==> src/hdl/fault_report_consts.svh <==
// Purpose: Offsets, field positions, reset values and timing counts of the fault report block.
// Assumes: 25 MHz hclk, AHB-Lite register access with one word per register.
// Notes:   Included by the package and by the design module.
`ifndef FAULT_REPORT_CONSTS_SVH
`define FAULT_REPORT_CONSTS_SVH

// ==========================================================================
// Register byte offsets
// ==========================================================================
`define OFS_HOLDOFF     12'h000
`define OFS_MCP_MODE    12'h004
`define OFS_COMMAND     12'h008
`define OFS_SUPPRESS    12'h00c
`define OFS_FAULT       12'h010
`define OFS_ACCUM       12'h014
`define OFS_ERRNUM      12'h018
`define OFS_STATE       12'h01c

// ==========================================================================
// Condition bit positions, shared by fault, accumulated and suppress words
// ==========================================================================
`define BIT_CV          0
`define BIT_CC          1
`define BIT_MCP         2
`define BIT_ERR         3
`define COND_W          4

// ==========================================================================
// Command word layout: strobe bits and error number field
// ==========================================================================
`define CMD_VOLT_SET    0
`define CMD_CURR_SET    1
`define CMD_RECOVER     2
`define CMD_APPLY       3
`define CMD_OUT_ON      4
`define CMD_OUT_OFF     5
`define CMD_ERROR       6
`define CMD_EOL         7
`define CMD_ERRNUM_LSB  8
`define ERRNUM_W        8

// ==========================================================================
// Hold-off timing
// ==========================================================================
`define TICK_MS         32
`define CLK_KHZ         25000
`define TICK_CYCLES     (`TICK_MS * `CLK_KHZ)
`define HOLDOFF_W       10
`define HOLDOFF_MAX     10'h3e8
`define HOLDOFF_RESET   10'h010
`define MCP_RESET       2'h0

`endif

==> src/hdl/fault_report_pkg.sv <==
// Purpose: Types of the fault report block.
// Assumes: Constants come from the consts header.
// Notes:   Mode-change-protect selection is a two-bit code.
`include "fault_report_consts.svh"

package fault_report_pkg;

    // ======================================================================
    // Mode-change-protect selection
    // ======================================================================
    typedef enum logic [1:0] {
        MCP_OFF = 2'h0,
        MCP_CV  = 2'h1,
        MCP_CC  = 2'h2
    } mcp_mode_e;

    // Live regulation state from the power stage.
    typedef struct packed {
        logic cv;
        logic cc;
    } reg_state_s;

    typedef logic [`COND_W-1:0] cond_t;

endpackage
==> src/hdl/fault_report.sv <==
// Purpose: Fault hold-off, programming error report, fault register and mode-change protect.
// Assumes: Firmware parses the text line and posts decoded events to the command register.
// Notes:   Reads of the fault and error registers clear state as queries do.
//
// Contract
// - Hold-off delay accepts 0 to 32 s in 32 ms steps.
// - Hold-off delay is 0.5 s after reset.
// - Setpoint, recover, apply or output-on commands restart the hold-off delay.
// - While hold-off runs, CV, CC and protect conditions raise no faults.
// - Hold-off query returns the programmed delay value.
// - Programming error lights error indicator, sets error bit in accumulated and fault.
// - Suppressed error bit is not set by an error.
// - After an error, the rest of the command line is discarded.
// - Error query returns last error number, clears accumulated error bit.
// - A fault sets its fault register bit when it arises.
// - Suppressed bits are never set in the fault register.
// - Any set fault bit asserts the fault output line.
// - Fault query clears the fault register and the fault line.
// - Fault query answers with the weighted sum of set bits.
// - Protect mode codes: 0 off, 1 CV trip, 2 CC trip.
// - Entering the selected protect condition disables the output.
// - Output stays disabled after a trip until the recover command; the code also re-enables it on the output-on command.
// - CV trip selected: CC to CV change disables the output.
// - Protect mode is off after reset.
//
// The implementer's own choices: the placing of the registers and the AHB-Lite register port.
`timescale 1ns/1ps
`include "fault_report_consts.svh"

module fault_report
    import fault_report_pkg::*;
#(
    parameter int TICK_CYCLES = `TICK_CYCLES
) (
    // Clock and reset.
    input  wire logic        hclk,
    input  wire logic        hresetn,
    // AHB-Lite slave.
    input  wire logic        hsel,
    input  wire logic [11:0] haddr,
    input  wire logic [1:0]  htrans,
    input  wire logic        hwrite,
    input  wire logic [2:0]  hsize,
    input  wire logic [31:0] hwdata,
    input  wire logic        hready,
    output logic             hreadyout,
    output logic             hresp,
    output logic [31:0]      hrdata,
    // Power stage regulation state, asynchronous to hclk.
    input  wire reg_state_s  stage_state,
    // Outputs to the power stage and front panel.
    output logic             output_enable,
    output logic             fault_line,
    output logic             error_led
);

    // ======================================================================
    // Bus address phase capture
    // ======================================================================
    logic [11:0] addr_reg;
    logic        wr_reg;
    logic        rd_reg;
    logic        take;

    assign take      = hsel && hready && htrans[1];
    assign hreadyout = 1'b1;
    assign hresp     = 1'b0;

    // Writes complete in the data phase, so the address is held one cycle.
    always_ff @(posedge hclk or negedge hresetn) begin
        if (!hresetn) begin
            addr_reg <= 12'h000;
            wr_reg   <= 1'b0;
            rd_reg   <= 1'b0;
        end else begin
            addr_reg <= haddr;
            wr_reg   <= take && hwrite;
            rd_reg   <= take && !hwrite;
        end
    end

    function automatic logic hit(input logic [11:0] a, input logic [11:0] ofs);
        hit = (a[11:2] == ofs[11:2]);
    endfunction

    logic we_holdoff;
    logic we_mode;
    logic we_cmd;
    logic we_supp;
    logic rd_fault;
    logic rd_err;
    assign we_holdoff = wr_reg && hit(addr_reg, `OFS_HOLDOFF);
    assign we_mode    = wr_reg && hit(addr_reg, `OFS_MCP_MODE);
    assign we_cmd     = wr_reg && hit(addr_reg, `OFS_COMMAND);
    assign we_supp    = wr_reg && hit(addr_reg, `OFS_SUPPRESS);
    assign rd_fault   = rd_reg && hit(addr_reg, `OFS_FAULT);
    assign rd_err     = rd_reg && hit(addr_reg, `OFS_ERRNUM);

    // ======================================================================
    // Input synchroniser for the regulation state
    // ======================================================================
    reg_state_s st_meta_reg;
    reg_state_s st_reg;
    reg_state_s st_prev_reg;

    always_ff @(posedge hclk or negedge hresetn) begin
        if (!hresetn) begin
            st_meta_reg <= '0;
            st_reg      <= '0;
            st_prev_reg <= '0;
        end else begin
            st_meta_reg <= stage_state;
            st_reg      <= st_meta_reg;
            st_prev_reg <= st_reg;
        end
    end

    // ======================================================================
    // Configuration registers
    // ======================================================================
    logic [`HOLDOFF_W-1:0] holdoff_reg;
    mcp_mode_e             mcp_reg;
    cond_t                 supp_reg;
    logic                  discard_reg;
    logic [7:0]            cmd;

    // Command strobes are dropped while the rest of a bad line is discarded.
    assign cmd = (we_cmd && !discard_reg) ? hwdata[7:0] : 8'h00;

    // Delay in 32 ms ticks; out-of-range values saturate at 32 s.
    always_ff @(posedge hclk or negedge hresetn) begin
        if (!hresetn) begin
            holdoff_reg <= `HOLDOFF_RESET;
        end else if (we_holdoff) begin
            holdoff_reg <= (hwdata[31:`HOLDOFF_W] != '0 || hwdata[`HOLDOFF_W-1:0] > `HOLDOFF_MAX)
                           ? `HOLDOFF_MAX : hwdata[`HOLDOFF_W-1:0];
        end
    end

    // Unknown codes are ignored so the protect setting never leaves its legal set.
    always_ff @(posedge hclk or negedge hresetn) begin
        if (!hresetn) begin
            mcp_reg <= MCP_OFF;
        end else if (we_mode && hwdata[31:2] == '0 && hwdata[1:0] != 2'h3) begin
            mcp_reg <= mcp_mode_e'(hwdata[1:0]);
        end
    end

    always_ff @(posedge hclk or negedge hresetn) begin
        if (!hresetn) begin
            supp_reg <= '0;
        end else if (we_supp) begin
            supp_reg <= hwdata[`COND_W-1:0];
        end
    end

    // ======================================================================
    // Programming error capture and line discard
    // ======================================================================
    logic [`ERRNUM_W-1:0] errnum_reg;
    logic                 err_evt;
    assign err_evt = we_cmd && !discard_reg && hwdata[`CMD_ERROR];

    // Discard lasts until the end-of-line strobe of the offending line.
    always_ff @(posedge hclk or negedge hresetn) begin
        if (!hresetn) begin
            discard_reg <= 1'b0;
        end else if (err_evt && !hwdata[`CMD_EOL]) begin
            discard_reg <= 1'b1;
        end else if (we_cmd && hwdata[`CMD_EOL]) begin
            discard_reg <= 1'b0;
        end
    end

    always_ff @(posedge hclk or negedge hresetn) begin
        if (!hresetn) begin
            errnum_reg <= '0;
            error_led  <= 1'b0;
        end else if (err_evt) begin
            errnum_reg <= hwdata[`CMD_ERRNUM_LSB +: `ERRNUM_W];
            error_led  <= 1'b1;
        end
    end

    // ======================================================================
    // Hold-off counter
    // ======================================================================
    logic [31:0]           tick_cnt_reg;
    logic [`HOLDOFF_W-1:0] ho_cnt_reg;
    logic                  restart;
    logic                  holdoff_run;
    assign restart = cmd[`CMD_VOLT_SET] | cmd[`CMD_CURR_SET] | cmd[`CMD_RECOVER]
                   | cmd[`CMD_APPLY] | cmd[`CMD_OUT_ON];
    assign holdoff_run = (ho_cnt_reg != '0);

    // Starts at zero so faults are live at once after reset until a command arrives.
    always_ff @(posedge hclk or negedge hresetn) begin
        if (!hresetn) begin
            ho_cnt_reg   <= '0;
            tick_cnt_reg <= 32'h0;
        end else if (restart) begin
            ho_cnt_reg   <= holdoff_reg;
            tick_cnt_reg <= 32'h0;
        end else if (holdoff_run) begin
            if (tick_cnt_reg == 32'(TICK_CYCLES - 1)) begin
                tick_cnt_reg <= 32'h0;
                ho_cnt_reg   <= ho_cnt_reg - 1'b1;
            end else begin
                tick_cnt_reg <= tick_cnt_reg + 32'h1;
            end
        end
    end

    // ======================================================================
    // Fault conditions and protect trip
    // ======================================================================
    cond_t raw;
    logic  mcp_trip;
    assign mcp_trip = ((mcp_reg == MCP_CV) && st_reg.cv && !st_prev_reg.cv)
                   || ((mcp_reg == MCP_CC) && st_reg.cc && !st_prev_reg.cc);

    // Mode conditions are masked during hold-off; the error bit never is.
    always_comb begin
        raw            = '0;
        raw[`BIT_CV]   = st_reg.cv && !st_prev_reg.cv && !holdoff_run;
        raw[`BIT_CC]   = st_reg.cc && !st_prev_reg.cc && !holdoff_run;
        raw[`BIT_MCP]  = mcp_trip && !holdoff_run;
        raw[`BIT_ERR]  = err_evt;
    end

    // ======================================================================
    // Fault and accumulated registers
    // ======================================================================
    cond_t fault_reg;
    cond_t accum_reg;
    cond_t set_bits;
    assign set_bits = raw & ~supp_reg;

    // A new fault in the read cycle survives the clear.
    always_ff @(posedge hclk or negedge hresetn) begin
        if (!hresetn) begin
            fault_reg <= '0;
        end else begin
            fault_reg <= (rd_fault ? '0 : fault_reg) | set_bits;
        end
    end

    always_ff @(posedge hclk or negedge hresetn) begin
        if (!hresetn) begin
            accum_reg <= '0;
        end else begin
            accum_reg <= accum_reg | set_bits;
            if (rd_err && !set_bits[`BIT_ERR]) begin
                accum_reg[`BIT_ERR] <= 1'b0;
            end
        end
    end

    assign fault_line = (fault_reg != '0);

    // ======================================================================
    // Output enable
    // ======================================================================
    always_ff @(posedge hclk or negedge hresetn) begin
        if (!hresetn) begin
            output_enable <= 1'b0;
        end else if (raw[`BIT_MCP]) begin
            output_enable <= 1'b0;
        end else if (cmd[`CMD_RECOVER] || cmd[`CMD_OUT_ON]) begin
            output_enable <= 1'b1;
        end else if (cmd[`CMD_OUT_OFF]) begin
            output_enable <= 1'b0;
        end
    end

    // ======================================================================
    // Read data
    // ======================================================================
    // Read data is combinational from state in the data phase.
    always_comb begin
        hrdata = 32'h0;
        if (rd_reg) begin
            if (hit(addr_reg, `OFS_HOLDOFF)) hrdata = {22'h0, holdoff_reg};
            if (hit(addr_reg, `OFS_MCP_MODE)) hrdata = {30'h0, mcp_reg};
            if (hit(addr_reg, `OFS_SUPPRESS)) hrdata = {28'h0, supp_reg};
            if (hit(addr_reg, `OFS_FAULT)) hrdata = {28'h0, fault_reg};
            if (hit(addr_reg, `OFS_ACCUM)) hrdata = {28'h0, accum_reg};
            if (hit(addr_reg, `OFS_ERRNUM)) hrdata = {24'h0, errnum_reg};
            if (hit(addr_reg, `OFS_STATE)) begin
                hrdata = {14'h0, ho_cnt_reg, 4'h0, discard_reg, holdoff_run,
                          output_enable, fault_line};
            end
        end
    end

endmodule

==> config.mk <==
export PLATFORM = sky130hd
export DESIGN_NAME = fault_report
export DESIGN_NICKNAME = d
export VERILOG_FILES = /design/src/hdl/fault_report_pkg.sv /design/src/hdl/fault_report.sv
export VERILOG_INCLUDE_DIRS = /design/src /design/src/hdl
export SDC_FILE = /design/constraint.sdc
export NUM_CORES = 1
export LEC_CHECK = 0
export ABC_AREA = 1
export BUFFER_PORTS_ARGS = -buffer_cell sky130_fd_sc_hd__buf_2
export CAP_MARGIN = 25
export CORE_MARGIN = 1
export CORE_UTILIZATION = 45
export DETAILED_ROUTE_END_ITERATION = 7
export PLACE_DENSITY = 0.66
export RECOVER_POWER = 50
export SETUP_SLACK_MARGIN = 0.3
export SLEW_MARGIN = 20
export SYNTH_ARGS = -nofsm -noshare
export SYNTH_HDL_FRONTEND = slang
export SYNTH_SLANG_ARGS = --single-unit
==> constraint.sdc <==
create_clock -name hclk -period 1.95 [get_ports hclk]
set_input_delay 0.2925 -clock hclk [delete_from_list [all_inputs] [get_ports hclk]]
set_output_delay 0.2925 -clock hclk [all_outputs]
set_load 0.02 [all_outputs]
==> run metrics <==
# rows 40; Final ANT Viol Nets 0; post-route DRC violation count 0; CP Data Arrival Time 1900 ps; largest net degree at the start of global routing 96; Synth Warn # 0; outcome finished, violations left; CTS root buf clkbuf_16; Critical Path Source addr_reg[11]$_DFF_PN0_; Antenna diodes 0; port bufs 70; first-pass GRT wire length 28.6 mm; worst stage delay on the critical path 370 ps; P_leak 4.01 nW; Max Buffers Root-to-Sink 2; number of max-slew violations in the final report 0; share of cells above drive strength 1 36.2%; power density over the cells 519 nW/um^2; Total GRT Usage 28.5%; net count of the finished layout 1,039; M1 wire length 7.88 mm; crit-path cells buf_4, nor2_4, nand2_4, clkinv_4, nand2_2, nor2_1, nor2_1, nand2_1, nand2_2, a21oi_4, buf_6; Worst-Skew Late Latency 360 ps; Worst Path Max Fanout 10; Clock Skews 11.4 ps; DR WL/cell 16.5 um; area added between synthesis and finish 46.3%; Die H 115 um; period utilization 113%; highest routed layer met4; Post-synth EDFFs 0; Place WS 35.0 ps; Final Instance Area 8390 um^2; failing checks setup timing; Top FF cell, synth dfrtp_1; HP Class primary input to flip-flop; I/O pins 93; post-synth top area share 41.0%; critical path's top delay family simple AND/OR/NAND/NOR gates; Async SR Flop Fraction 100%; Starting Density 47.0%; DIE AREA 13,200 um^2; Peak VDD IR 0.000418 V; most frequent cells in the layout 177 x nand2_1, 114 x nor2_1, 93 x dfrtp_1, 86 x inv_1, 52 x buf_4; Clock transition at path regs 70 ps; Syn Area/Cell 7.02 um^2; worst r2r src addr_reg[3]$_DFF_PN0_; Max Cap Viol 0; routed wl met2 9.23 mm; kind of critical path flip-flop to output pin; WP buf/inv 3; Synth Register Bits 95; met3 wire len 1.36 mm; Mapped Cells 817; Finished Core Util 68.7%; hold slack 39.5 ps; post-synthesis sequential area ratio 41.5%; Startpoint Class flip-flop; Non-Filler Instances 1,154; CP max stage cell dfrtp_1; # fillers 961; DR vias/cell 5.31; count of final setup violators 62; count of cell types in the netlist 42; minimum clock period 2190 ps; crit end category output pin; TritonRoute pass-1 iters 5; worst slew pin tran 1320 ps; DP Cell Count 1,080; Final HPWL DP 11.9 mm; Synth area leader dfrtp_1; Vias 6,132; Final WS setup -244 ps; most common cell after layout, fill and taps aside nand2_1; CTS tree yes; cell area after synthesis 5730 um^2; max reg flops 32; Peak Freq 456 MHz; data required time of the worst path 1660 ps; Core Area 12,200 um^2; htree depth 3; CTS Sinks 95; final wirelength 19.0 mm; Die X 115 um; placed instance area 6750 um^2; Synth area leaders dfrtp_1 41%, nand2_1 15%, nor2_1 9.4%; GP Congestion 0.962; worst rel slew slack 11.8%; DRT iter0 DRCs 523; antenna violations before repair 0; RSZ-0062 raised after global routing yes; hold path startpoint haddr[7]; Hold Vio Cnt, Final 0; vias in the first global route 5,573; Num CTS Buffers 9; total gr overflow 0
==> cell families after synthesis <==
kind of cell,synth area share [%]
and+or+nand+nor,38.6
other,0.131
AOI/OAI and AO/OA,7.18
adders and majority gates,0.436
buffers and inverters,10.5
xor gates and xnor gates,1.68
DFF,41.5
==> worst paths after layout <==
check	endpoint	slack (ps)	depth (start not counted)
min in group asynchronous	ho_cnt_reg[4]$_DFFE_PN0P_	860	3
max in group asynchronous	rd_reg$_DFF_PN0_	140	3
worst max-delay path	hrdata[1]	-240	11
worst min register to register	st_reg[1]$_DFF_PN0_	350	0
worst max register to register	holdoff_reg[4]$_DFFE_PN1P_	-180	16
worst min-delay path	addr_reg[7]$_DFF_PN0_	40	1
==> worst register-to-register path, cell delays in order (launching register included) <==
cell	delay, ps
dfrtp_1	430
inv_4	130
nand4_1	120
inv_2	170
buf_4	150
buf_6	100
buf_6	80
buf_6	80
buf_6	80
buf_6	80
buf_6	90
nand2_4	70
inv_4	80
o21ai_4	80
nor2_4	180
nand2_1	70
o21ai_0	80
==> synthesized netlist by cell type (all sizes together), types with 2 or more instances <==
master  count
a21oi      25
clkbuf      3
conb        2
nor2      157
xor2       10
nand2     229
nor3       13
o21ai      44
ha          2
and2        2
o21bai      2
dfrtp      94
or2         3
inv       105
buf        24
nor4        3
nand3      54
nand4      32
a31oi       2
nand3b      3
==> where the power goes <==
group,internal (mW),switching (mW)
sequential,2.04,0.0818
combinational,0.129,0.233
clock,1.03,0.833
total,3.21,1.15
==> cell type report <==
class	count	area [um^2]	area share, %
Multi-Input combinational cell	610	3690	44.0
Clock buffer	10	239	2.85
Tap cell	168	210	2.51
Timing Repair Buffer	158	1350	16.1
Sequential cell	95	2380	28.4
Clock inverter	6	67.6	0.805
Timing Repair inverter	1	8.76	0.104
Inverter	106	440	5.25
==> metrics by stage <==
stage               power (mW)  TNS, ps
finish                    4.35    -7000
global route              4.50   -18200
CTS                       4.34    -3790
detailed placement        2.48        0
global placement          2.47        0
floorplan                 2.34        0
==> timing repair <==
item | 4_1_cts | 5_1_grt
setup endpoints to repair | 82 | 87
hold endpoints to repair | 0 | 3
pin swaps | 58 | 24
buffers inserted | 22 | 23
hold buffers | 0 | 1
gates cloned | 8 | 4
gates resized for setup | 151 | 82
==> routing by layer <==
layer	global-route usage, %	vias to the layer above
met1	38.9	2872
li1	-	2913
met4	10.4	0
met5	0	-
met3	3.74	47
met2	46.3	300
Power figures use the tool's default switching activity.
